==> config.mk <==
export PLATFORM = sky130hd
export DESIGN_NAME = ipr_prio_regs
export DESIGN_NICKNAME = d
export VERILOG_FILES = /design/src/verilog/ipr_pkg.sv /design/src/verilog/ipr_apb_decode.sv /design/src/verilog/ipr_field_decode.sv /design/src/verilog/ipr_prio_regs.sv
export SDC_FILE = /design/constraint.sdc
export NUM_CORES = 1
export LEC_CHECK = 0
export BUFFER_PORTS_ARGS = -buffer_cell sky130_fd_sc_hd__buf_2
export CAP_MARGIN = 20
export CORE_MARGIN = 1
export CORE_UTILIZATION = 47
export DETAILED_ROUTE_END_ITERATION = 10
export GPL_ROUTABILITY_DRIVEN = 0
export HOLD_SLACK_MARGIN = 0.15
export PLACE_DENSITY = 0.83
export SLEW_MARGIN = 40
export SYNTH_ARGS = -nofsm -noshare
export SYNTH_HDL_FRONTEND = slang
export SYNTH_SLANG_ARGS = --single-unit
==> constraint.sdc <==
create_clock -name ref_clk_i -period 1.5 [get_ports ref_clk_i]
set_input_delay 0.15 -clock ref_clk_i [delete_from_list [all_inputs] [get_ports ref_clk_i]]
set_output_delay 0.15 -clock ref_clk_i [all_outputs]
set_load 0.005 [all_outputs]
==> src/verilog/ipr_pkg.sv <==
// Package for the interrupt priority slice: map, fields, carriers
package ipr_pkg;

  // ---------------------------------------------------------------
  // Widths and source count
  // ---------------------------------------------------------------
  localparam int unsigned ADDR_W   = 12;
  localparam int unsigned DATA_W   = 32;
  localparam int unsigned REG_W    = 16;
  localparam int unsigned FLD_W    = 2;
  localparam int unsigned NUM_SRC  = 15;

  // ---------------------------------------------------------------
  // Register indices; byte address is four times the index
  // ---------------------------------------------------------------
  localparam logic [ADDR_W-1:0] IDX_PRIO_4 = 12'h004;
  localparam logic [ADDR_W-1:0] IDX_PRIO_5 = 12'h005;
  localparam logic [ADDR_W-1:0] IDX_PRIO_6 = 12'h006;
  localparam int unsigned       IDX_SHIFT  = 2;

  // ---------------------------------------------------------------
  // Reset values and writable-bit masks
  // ---------------------------------------------------------------
  localparam logic [REG_W-1:0] RST_PRIO   = 16'h0000;
  localparam logic [REG_W-1:0] WMASK_PRIO_4 = 16'h0003;
  localparam logic [REG_W-1:0] WMASK_PRIO_5 = 16'hFF3F;
  localparam logic [REG_W-1:0] WMASK_PRIO_6 = 16'hFFCF;

  // ---------------------------------------------------------------
  // Field codes
  // ---------------------------------------------------------------
  localparam logic [FLD_W-1:0] CODE_DISABLED = 2'h0;
  localparam logic [FLD_W-1:0] LEVEL_MAX     = 2'h2;

  // ---------------------------------------------------------------
  // Field low-bit positions inside their registers
  // ---------------------------------------------------------------
  localparam int unsigned LSB_PORT_C_PIN         = 0;   // offset 4
  localparam int unsigned LSB_DEC1_INDEX         = 14;  // offset 5
  localparam int unsigned LSB_DEC1_HOME_WDOG     = 12;
  localparam int unsigned LSB_SER1_RX_FULL       = 10;
  localparam int unsigned LSB_SER1_RX_ERROR      = 8;
  localparam int unsigned LSB_SER1_TX_IDLE       = 4;
  localparam int unsigned LSB_SER1_TX_EMPTY      = 2;
  localparam int unsigned LSB_SPI0_TX_EMPTY      = 0;
  localparam int unsigned LSB_TMR3_CH0           = 14;  // offset 6
  localparam int unsigned LSB_TMR4_CH3           = 12;
  localparam int unsigned LSB_TMR4_CH2           = 10;
  localparam int unsigned LSB_TMR4_CH1           = 8;
  localparam int unsigned LSB_TMR4_CH0           = 6;
  localparam int unsigned LSB_DEC0_INDEX         = 2;
  localparam int unsigned LSB_DEC0_HOME_WDOG     = 0;

  // ---------------------------------------------------------------
  // Source numbering on the per-source ports
  // ---------------------------------------------------------------
  typedef enum logic [3:0] {
    SRC_PORT_C_PIN     = 4'h0,
    SRC_DEC1_INDEX     = 4'h1,
    SRC_DEC1_HOME_WDOG = 4'h2,
    SRC_SER1_RX_FULL   = 4'h3,
    SRC_SER1_RX_ERROR  = 4'h4,
    SRC_SER1_TX_IDLE   = 4'h5,
    SRC_SER1_TX_EMPTY  = 4'h6,
    SRC_SPI0_TX_EMPTY  = 4'h7,
    SRC_TMR3_CH0       = 4'h8,
    SRC_TMR4_CH3       = 4'h9,
    SRC_TMR4_CH2       = 4'hA,
    SRC_TMR4_CH1       = 4'hB,
    SRC_TMR4_CH0       = 4'hC,
    SRC_DEC0_INDEX     = 4'hD,
    SRC_DEC0_HOME_WDOG = 4'hE
  } ipr_src_t;

  // ---------------------------------------------------------------
  // Carriers
  // ---------------------------------------------------------------
  typedef struct packed {
    logic              psel;
    logic              penable;
    logic              pwrite;
    logic [ADDR_W-1:0] paddr;
    logic [DATA_W-1:0] pwdata;
  } ipr_apb_req_t;

  typedef struct packed {
    logic              pready;
    logic              pslverr;
    logic [DATA_W-1:0] prdata;
  } ipr_apb_rsp_t;

  typedef struct packed {
    logic             enable;
    logic             req;
    logic [FLD_W-1:0] level;
  } ipr_src_out_t;

  // Whole state of the register slice
  typedef struct packed {
    ipr_apb_rsp_t                  rsp;
    logic [REG_W-1:0]              prio_4;
    logic [REG_W-1:0]              prio_5;
    logic [REG_W-1:0]              prio_6;
    logic [NUM_SRC-1:0]            src_en;
    logic [NUM_SRC-1:0]            src_req;
    logic [NUM_SRC-1:0][FLD_W-1:0] src_lvl;
  } ipr_state_t;

  // ---------------------------------------------------------------
  // Helpers
  // ---------------------------------------------------------------
  // Byte address of a register index
  function automatic logic [ADDR_W-1:0] idx_to_addr(
    input logic [ADDR_W-1:0] idx
  );
    return ADDR_W'(idx << IDX_SHIFT);
  endfunction : idx_to_addr

  // Code to level: 01 -> 0, 10 -> 1, 11 -> 2, 00 -> 0 (disabled)
  function automatic logic [FLD_W-1:0] code_to_level(
    input logic [FLD_W-1:0] code
  );
    logic [FLD_W-1:0] lvl;
    lvl = (code == CODE_DISABLED) ? CODE_DISABLED
                                  : FLD_W'(code - 2'h1);
    return (lvl > LEVEL_MAX) ? LEVEL_MAX : lvl;
  endfunction : code_to_level

endpackage : ipr_pkg

==> src/verilog/ipr_apb_decode.sv <==
// APB phase and address decode for the priority slice
module ipr_apb_decode (
  // Bus request
  input  ipr_pkg::ipr_apb_req_t req_i,
  // Decoded phase and target
  output logic                  setup_o,
  output logic                  access_o,
  output logic                  hit_o,
  output logic [2:0]            sel_o
);

  // ---------------------------------------------------------------
  // Phase decode
  // ---------------------------------------------------------------
  assign setup_o  = req_i.psel & ~req_i.penable;
  assign access_o = req_i.psel & req_i.penable;

  // ---------------------------------------------------------------
  // Address decode, one-hot: bit0 offset 4, bit1 offset 5, bit2 offset 6
  // ---------------------------------------------------------------
  always_comb begin
    sel_o[0] = (req_i.paddr == ipr_pkg::idx_to_addr(ipr_pkg::IDX_PRIO_4));
    sel_o[1] = (req_i.paddr == ipr_pkg::idx_to_addr(ipr_pkg::IDX_PRIO_5));
    sel_o[2] = (req_i.paddr == ipr_pkg::idx_to_addr(ipr_pkg::IDX_PRIO_6));
    hit_o    = |sel_o;
  end

endmodule : ipr_apb_decode

==> src/verilog/ipr_field_decode.sv <==
// Decodes one 2-bit priority field into enable, level and gated request
module ipr_field_decode (
  // Field and raw source event
  input  wire logic [ipr_pkg::FLD_W-1:0] code_i,
  input  wire logic                      irq_i,
  // Decoded view
  output ipr_pkg::ipr_src_out_t          out_o
);

  // Disabled code blocks the source, others give level code minus one
  always_comb begin
    out_o.enable = (code_i != ipr_pkg::CODE_DISABLED);
    out_o.req    = irq_i & out_o.enable;
    out_o.level  = ipr_pkg::code_to_level(code_i);
  end

endmodule : ipr_field_decode

==> src/verilog/ipr_prio_regs.sv <==
// Interrupt priority registers at offsets 4 (low field), 5 and 6
//
// Summary of operation
// - Code 00 disables source, no request
// - Code 01 enables at level 0
// - Code 10 enables at level 1
// - Code 11 enables at level 2
// - Levels never exceed 2
// - All fields reset to disabled
// - Reserved pairs read zero, ignore writes
// - Offset-5 register, 16 bits, resets zero
// - Offset-6 register, 16 bits, resets zero
// - Offset-4 bits 1-0: port C pins
// - Offset-5 bits 15-14: decoder 1 index
// - Offset-5 bits 13-12: decoder 1 home/watchdog
// - Offset-5 bits 11-10: serial 1 rx full
// - Offset-5 bits 9-8: serial 1 rx error
// - Offset-5 bits 5-4: serial 1 tx idle
// - Offset-5 bits 3-2: serial 1 tx empty
// - Offset-5 bits 1-0: SPI 0 tx empty
// - Offset-6 bits 15-14: timer group 3 ch0
// - Offset-6 bits 13-12: timer group 4 ch3
// - Offset-6 bits 11-10: timer group 4 ch2
// - Offset-6 bits 9-8: timer group 4 ch1
// - Offset-6 bits 7-6: timer group 4 ch0
// - Offset-6 bits 3-2: decoder 0 index
// - Offset-6 bits 1-0: decoder 0 home/watchdog
module ipr_prio_regs (
  // Clock and reset
  input  wire logic                      ref_clk_i,
  input  wire logic                      rst_n_i,
  // APB slave
  input  ipr_pkg::ipr_apb_req_t          apb_req_i,
  output ipr_pkg::ipr_apb_rsp_t          apb_rsp_o,
  // Raw source events, indexed by ipr_pkg::ipr_src_t
  input  wire logic [ipr_pkg::NUM_SRC-1:0] src_irq_i,
  // Per-source view toward the arbiter
  output logic [ipr_pkg::NUM_SRC-1:0]    src_en_o,
  output logic [ipr_pkg::NUM_SRC-1:0]    src_req_o,
  output logic [ipr_pkg::NUM_SRC-1:0][ipr_pkg::FLD_W-1:0] src_level_o
);

  // ---------------------------------------------------------------
  // State
  // ---------------------------------------------------------------
  ipr_pkg::ipr_state_t s_reg;
  ipr_pkg::ipr_state_t s_next;

  logic        bus_setup;
  logic        bus_access;
  logic        bus_hit;
  logic [2:0]  bus_sel;
  logic        wr_commit;
  logic [ipr_pkg::REG_W-1:0] wr_data;

  logic [ipr_pkg::NUM_SRC-1:0][ipr_pkg::FLD_W-1:0] fld;
  ipr_pkg::ipr_src_out_t [ipr_pkg::NUM_SRC-1:0]    dec;

  // ---------------------------------------------------------------
  // Bus decode
  // ---------------------------------------------------------------
  ipr_apb_decode u_apb_decode (
    .req_i    (apb_req_i),
    .setup_o  (bus_setup),
    .access_o (bus_access),
    .hit_o    (bus_hit),
    .sel_o    (bus_sel)
  );

  // Write lands only on the access cycle that sees pready high
  assign wr_commit = bus_access & s_reg.rsp.pready & apb_req_i.pwrite
                   & bus_hit;
  assign wr_data   = apb_req_i.pwdata[ipr_pkg::REG_W-1:0];

  // ---------------------------------------------------------------
  // Field extraction toward the per-source decoders
  // ---------------------------------------------------------------
  always_comb begin
    fld[ipr_pkg::SRC_PORT_C_PIN] =
      s_reg.prio_4[ipr_pkg::LSB_PORT_C_PIN +: ipr_pkg::FLD_W];
    fld[ipr_pkg::SRC_DEC1_INDEX] =
      s_reg.prio_5[ipr_pkg::LSB_DEC1_INDEX +: ipr_pkg::FLD_W];
    fld[ipr_pkg::SRC_DEC1_HOME_WDOG] =
      s_reg.prio_5[ipr_pkg::LSB_DEC1_HOME_WDOG +: ipr_pkg::FLD_W];
    fld[ipr_pkg::SRC_SER1_RX_FULL] =
      s_reg.prio_5[ipr_pkg::LSB_SER1_RX_FULL +: ipr_pkg::FLD_W];
    fld[ipr_pkg::SRC_SER1_RX_ERROR] =
      s_reg.prio_5[ipr_pkg::LSB_SER1_RX_ERROR +: ipr_pkg::FLD_W];
    fld[ipr_pkg::SRC_SER1_TX_IDLE] =
      s_reg.prio_5[ipr_pkg::LSB_SER1_TX_IDLE +: ipr_pkg::FLD_W];
    fld[ipr_pkg::SRC_SER1_TX_EMPTY] =
      s_reg.prio_5[ipr_pkg::LSB_SER1_TX_EMPTY +: ipr_pkg::FLD_W];
    fld[ipr_pkg::SRC_SPI0_TX_EMPTY] =
      s_reg.prio_5[ipr_pkg::LSB_SPI0_TX_EMPTY +: ipr_pkg::FLD_W];
    fld[ipr_pkg::SRC_TMR3_CH0] =
      s_reg.prio_6[ipr_pkg::LSB_TMR3_CH0 +: ipr_pkg::FLD_W];
    fld[ipr_pkg::SRC_TMR4_CH3] =
      s_reg.prio_6[ipr_pkg::LSB_TMR4_CH3 +: ipr_pkg::FLD_W];
    fld[ipr_pkg::SRC_TMR4_CH2] =
      s_reg.prio_6[ipr_pkg::LSB_TMR4_CH2 +: ipr_pkg::FLD_W];
    fld[ipr_pkg::SRC_TMR4_CH1] =
      s_reg.prio_6[ipr_pkg::LSB_TMR4_CH1 +: ipr_pkg::FLD_W];
    fld[ipr_pkg::SRC_TMR4_CH0] =
      s_reg.prio_6[ipr_pkg::LSB_TMR4_CH0 +: ipr_pkg::FLD_W];
    fld[ipr_pkg::SRC_DEC0_INDEX] =
      s_reg.prio_6[ipr_pkg::LSB_DEC0_INDEX +: ipr_pkg::FLD_W];
    fld[ipr_pkg::SRC_DEC0_HOME_WDOG] =
      s_reg.prio_6[ipr_pkg::LSB_DEC0_HOME_WDOG +: ipr_pkg::FLD_W];
  end

  // ---------------------------------------------------------------
  // Per-source decoders
  // ---------------------------------------------------------------
  for (genvar k = 0; k < ipr_pkg::NUM_SRC; k++) begin : g_src
    ipr_field_decode u_field_decode (
      .code_i (fld[k]),
      .irq_i  (src_irq_i[k]),
      .out_o  (dec[k])
    );
  end

  // ---------------------------------------------------------------
  // Next-state logic
  // ---------------------------------------------------------------
  always_comb begin
    s_next = s_reg;

    // One-cycle pready: raised after setup, dropped after access
    s_next.rsp.pready = bus_setup;

    // Read data and error captured in the setup cycle
    if (bus_setup) begin
      s_next.rsp.pslverr = ~bus_hit;
      s_next.rsp.prdata  = '0;
      unique case (1'b1)
        bus_sel[0]: s_next.rsp.prdata[ipr_pkg::REG_W-1:0] = s_reg.prio_4;
        bus_sel[1]: s_next.rsp.prdata[ipr_pkg::REG_W-1:0] = s_reg.prio_5;
        bus_sel[2]: s_next.rsp.prdata[ipr_pkg::REG_W-1:0] = s_reg.prio_6;
        default:    s_next.rsp.prdata = '0;
      endcase
    end

    if (wr_commit) begin
      unique case (1'b1)
        bus_sel[0]: s_next.prio_4 = wr_data & ipr_pkg::WMASK_PRIO_4;
        bus_sel[1]: s_next.prio_5 = wr_data & ipr_pkg::WMASK_PRIO_5;
        bus_sel[2]: s_next.prio_6 = wr_data & ipr_pkg::WMASK_PRIO_6;
        default:    s_next.prio_6 = s_reg.prio_6;
      endcase
    end

    // Registered per-source view
    for (int i = 0; i < ipr_pkg::NUM_SRC; i++) begin
      s_next.src_en[i]  = dec[i].enable;
      s_next.src_req[i] = dec[i].req;
      s_next.src_lvl[i] = dec[i].level;
    end
  end

  // ---------------------------------------------------------------
  // State register
  // ---------------------------------------------------------------
  always_ff @(posedge ref_clk_i) begin
    if (!rst_n_i) begin
      s_reg        <= '0;
      s_reg.prio_4 <= ipr_pkg::RST_PRIO;
      s_reg.prio_5 <= ipr_pkg::RST_PRIO;
      s_reg.prio_6 <= ipr_pkg::RST_PRIO;
    end else begin
      s_reg <= s_next;
    end
  end

  // ---------------------------------------------------------------
  // Outputs, all straight from flip-flops
  // ---------------------------------------------------------------
  assign apb_rsp_o   = s_reg.rsp;
  assign src_en_o    = s_reg.src_en;
  assign src_req_o   = s_reg.src_req;
  assign src_level_o = s_reg.src_lvl;

endmodule : ipr_prio_regs

# Yosys cells after proc, flatten, opt, wreduce, memory -nomap -nowiden
# Cells that the tools add are included.
# op_classes
addsub	15
multipliers	0
div_mod_pow	0
magnitude_cmp	15
n_eq_ne	3
shift	0
mux	31
bitwise	23
n_reduce_logical	49
# op_table
operator	count
2-bit 2-to-1 mux	30
16-bit one-hot mux with 3 select lines	1
12-bit by 5-bit == test with 1-bit output (second input constant)	3
2-bit greater-than comparator (second input constant)	15
2-bit logical NOT	15
2-bit nonzero test	15
2-bit OR reduction	15
2-bit by 1-bit subtractor with 2-bit output (second input constant)	15
1-bit bitwise AND	20
2-bit AND reduction	3
1-bit inverter	3
3-bit OR reduction	1
# totals
reg_bits	108
latchBits	0
ram_bits	0
mem_bits_ro	0
inputBits	64
output_inout_bits	94
word_cells	174
n_memories	0

# Longest topological paths before layout
# depth
ltp_word	5
mapped_depth	4
mapped_depth_nobuf	3

# Cells and area by module
# From an unflattened synthesis, not the netlist that was laid out.
# unflattened
cells_unflattened	414
area_unflattened_um2	4194.0
# modules_own_cells
mod	n_inst	cells_per_inst	area_per_inst_um2	seq_area_each_um2
ipr_prio_regs	1	342	3648.5	2162.1
ipr_field_decode	15	4	30.0	0.0
ipr_apb_decode	1	12	95.1	0.0

# Worst setup path before layout
# No wires, ideal clock.
# synth_timing
path_type	input -> register
startpoint	input apb_req_i[41] (netlist name)
endpoint	register s_reg (netlist bit fld[10])
setup_time_ns	0.120
arrival_ns	1.217
required_time_ns	1.380
setup_slack_ns	0.163
cell_stages	4
n_path_buf	1
path_cell_list	nor4_4 -> nand4_4 -> buf_6 -> mux2i_1
# synth_between
elab_chain_cells	4
elab_cells_between_ends	6
cone_classes	eq/ne (3); bitwise (1); reduce/logical (2)
# synth_lines
item	line	source
start, declared	ipr_prio_regs.sv:33	input ipr_pkg::ipr_apb_req_t apb_req_i,
12-bit by 5-bit == test with 1-bit output, on equally long branches	ipr_apb_decode.sv:22, ipr_apb_decode.sv:23, ipr_apb_decode.sv:24	
3-bit OR reduction	ipr_apb_decode.sv:25	hit_o = |sel_o;
1-bit bitwise AND	ipr_prio_regs.sv:72	& bus_hit;
2-bit AND reduction (no source line) *	--	
end signal, assigned	ipr_prio_regs.sv:170	s_reg <= s_next;
end, declared	ipr_prio_regs.sv:46	ipr_pkg::ipr_state_t s_reg;
# Mark *: on every way between the ends. The rest lies on a longest branch, timed or not.
# A chain may end at the register's enable or synchronous reset.

# Final worst setup path
# layout_timing
startpoint	input apb_req_i[46] (netlist name)
endpoint	register s_reg (netlist bit fld[7])
# layout_between
elab_chain_cells	5
# layout_lines
item	line	source
1-bit bitwise AND	ipr_apb_decode.sv:16	assign access_o = req_i.psel & req_i.penable;
1-bit bitwise AND (2 in a row)	ipr_prio_regs.sv:71	assign wr_commit = bus_access & s_reg.rsp.pready & apb_req_i.pwrite
1-bit bitwise AND	ipr_prio_regs.sv:72	
2-bit AND reduction (no source line)	--	
# Every way passes these cells.

==> summary.txt <==
Cells and area
  • Diode count: 0
  • Synth-to-layout area growth: 33.7%
  • Nets: approximately 570
  • Fillers: between 600 and 700
  • Finished Core Util: 0.649
  • Layout cells sized above 1: 0.318
  • Design Area, Final: ~5000 um2

Floorplanning
  • Ports: 158
  • DIE AREA: 8300 um2
  • Core area: 7690 um2
  • Row cnt: 32
  • Initial Utilization: 0.485
  • Die height: 91.1 um
  • Chip width: slightly above 90 um

STA
  • Setup TNS: 0 ns
  • Fin crit share: 0.977
  • FMAX: 682 MHz
  • WHS: 0.232 ns
  • Unrepaired setup endpoints after global routing: false
  • Fin crit period: roughly 1.5 ns
  • Setup violations, final: 0
  • Worst slew pin tran: 0.495 ns
  • Final hold viol count: 0
  • Max-slew headroom: 0.668
  • Clk_skew: 0.0112 ns
  • Final Slew Violations: 0

Clock tree
  • Post-CTS Repair Setup Buffers: 0
  • Clock transition at the registers of the reported paths: 0.10 ns
  • CTS tree: yes
  • Clock latency on the worst-skew pair: 0.36 ns
  • Max Root-Sink Buffers: 2
  • Htree depth: 3
  • CTS sink count: 108
  • Clock root buffer: clkbuf_8
  • Num CTS Buffers: 9

Worst setup path
  • Worst setup path endpoint: fld[7]
  • Crit path launch: apb_req_i[46]
  • Critical Path RT: approximately 1.7 ns
  • Startpoint types: primary input
  • CP max stage delay: between 0.5 and 0.6 ns
  • CP bufs+invs: 3
  • CP max-delay cell: dlygate4sd3_1
  • R2R cell count: 4
  • Flop2flop setup slack: 0.18 ns
  • Crit path DAT: roughly 1.7 ns
  • CP max FO: 10
  • RR Startpoint: apb_rsp_o[33]
  • Kind of end point of the critical path: flop
  • WS Path Type: primary input to flop
  • WP depth: 6
  • Cell Chain, Critical Path: dlygate4sd3_1, buf_2, and4_1, nand4_4, buf_4, mux2i_1
  • RR Endpoint: fld[7]
  • Cell family with most CP delay: buffers and inverters

Synthesis
  • Top_reg_cell synth: dfxtp_1
  • YS warnings: 0
  • Synth unique cells: 28
  • Synthesized flop and latch total: 108
  • Asr flop ratio synth: 0
  • Mapped Avg Cell Area: between 10 and 15 um2
  • Sequential-to-total area share from yosys stat: 0.579
  • Gate Count Post-Synth: about 340
  • Mapped cell area: between 3000 and 4000 um2
  • Post-synth EDFFs: 0

Place
  • # port buffers: 125
  • Final HPWL DP: 5.60 mm
  • Area after DPL: 4450 um2

Power and ir drop
  • PD cells: 983 nW/um2
  • Peak supply drop: about 0.53 mV
  • Leak Pwr: 0.00258 uW
  • Total power: 4900 uW

Detailed routing
  • Routed vias/inst: between 4 and 5
  • Initial DRC count: 60
  • Post-route ant nets: 0
  • Total number of vias: 2,989
  • Post-route DRC violation count: 0
  • Total Wirelength: 8.70 mm
  • Initial DRT Pass Iterations: 4
  • DR WL/cell: around 14 um

Global routing
  • Vias in the first global route: between 2k and 3k
  • Pin count of the biggest net entering global routing: 44
  • GR Overflow Total: 0
  • First-pass GRT wire length: 13.8 mm
  • GRT Util Overall: 0.216
  • Initial antenna violation count: 0

Hold path
  • Min-delay worst type: primary input to flop
  • Critical hold path startpoint: apb_req_i[37]

Status
  • Status: completed

Flow run
  • # Max-Cap Violations: 0
==> cell families after synthesis <==
| logic type | after synthesis | synth area share |
|---|---|---|
| AOI/OAI and AO/OA | 45 | 0.0952 |
| DFF | 108 | 0.579 |
| buffers and inverters | 31 | 0.0520 |
| other | 1 | 0.00101 |
| and+or+nand+nor | 119 | 0.186 |
| muxes | 32 | 0.0865 |
==> layout make-up <==
type	instances	area, um2	share of cell area
Timing Repair Buffer	171	1070	0.214
Sequential cell	108	2160	0.433
Clock buffer	9	124	0.0248
Multi-Input combinational cell	212	1430	0.287
Tap cell	102	128	0.0256
Clock inverter	7	75.1	0.0150
==> sequential cells by signal (all words and copies together), names as in the netlist <==
| register | cells |
|---|---|
| apb_rsp_o | 18 |
| fld | 30 |
| src_en_o | 15 |
| src_level_o | 30 |
| src_req_o | 15 |
==> through the flow <==
| step | setup WS, ns | std cells |
|---|---|---|
| 5_1_grt | 0.0154 | 609 |
| 3_3_place_gp | 0.130 | 559 |
| 6_report | 0.0341 | 609 |
| 4_1_cts | 0.0838 | 609 |
| 3_5_place_dp | 0.0855 | 559 |
| 2_1_floorplan | 0.163 | 351 |
==> tightest hold or removal path: stages <==
cell	delay (ns)
buf_2	0.10
nor4b_4	0.07
nand4_1	0.14
mux2i_1	0.09
==> report_power, final <==
group	internal (uW)	switching (uW)
Sequential	2870	1.59
Clock	784	979
Combinational	137	131
Total	3790	1110
==> cells in the final DEF, fill, tap and decap left out, types with 15 or more instances in the layout <==
cell type and instances:
o21a_1 15, mux2i_1 30, dlygate4sd3_1 34, buf_2 125, conb_1 16, nand2_1 50, and3_1 15, dfxtp_1 108
nor2_1 15, and2_1 16
==> cell usage after synthesis, drive strengths merged (4+ instances only) <==
master / instances / area share
and3b: 5 / 0.012
o21a: 15 / 0.030
nor2: 15 / 0.015
nand2: 50 / 0.050
a22oi: 12 / 0.024
and2: 16 / 0.027
a21boi: 4 / 0.0080
nand4: 9 / 0.023
and3: 15 / 0.025
dfxtp: 108 / 0.58
clkbuf: 11 / 0.011
o2bb2ai: 12 / 0.028
mux2i: 30 / 0.080
buf: 20 / 0.041
==> worst min path at each step <==
stage                          to  slack [ns]  depth (start not counted)
global placement    src_req_o[11]        0.35                          2
detailed placement   src_req_o[7]        0.35                          2
global route               fld[1]        0.22                          4
CTS                        fld[1]        0.22                          4
finish                     fld[1]        0.23                          4
floorplan            src_req_o[0]        0.27                          1
==> timing repair <==
action | CTS | global route
gates resized for setup | 0 | 0
hold buffers | 34 | 0
endpoints found under the hold margin | 49 | 0
==> metal layers <==
layer,part of all wire,GRT usage,vias up
met5,0,0,-
met2,0.52,0.388,109
met4,0.018,0.0992,0
met1,0.41,0.244,1396
met3,0.053,0.0427,13
li1,-,-,1471
Note: power is estimated with default switching activity, not from simulation.
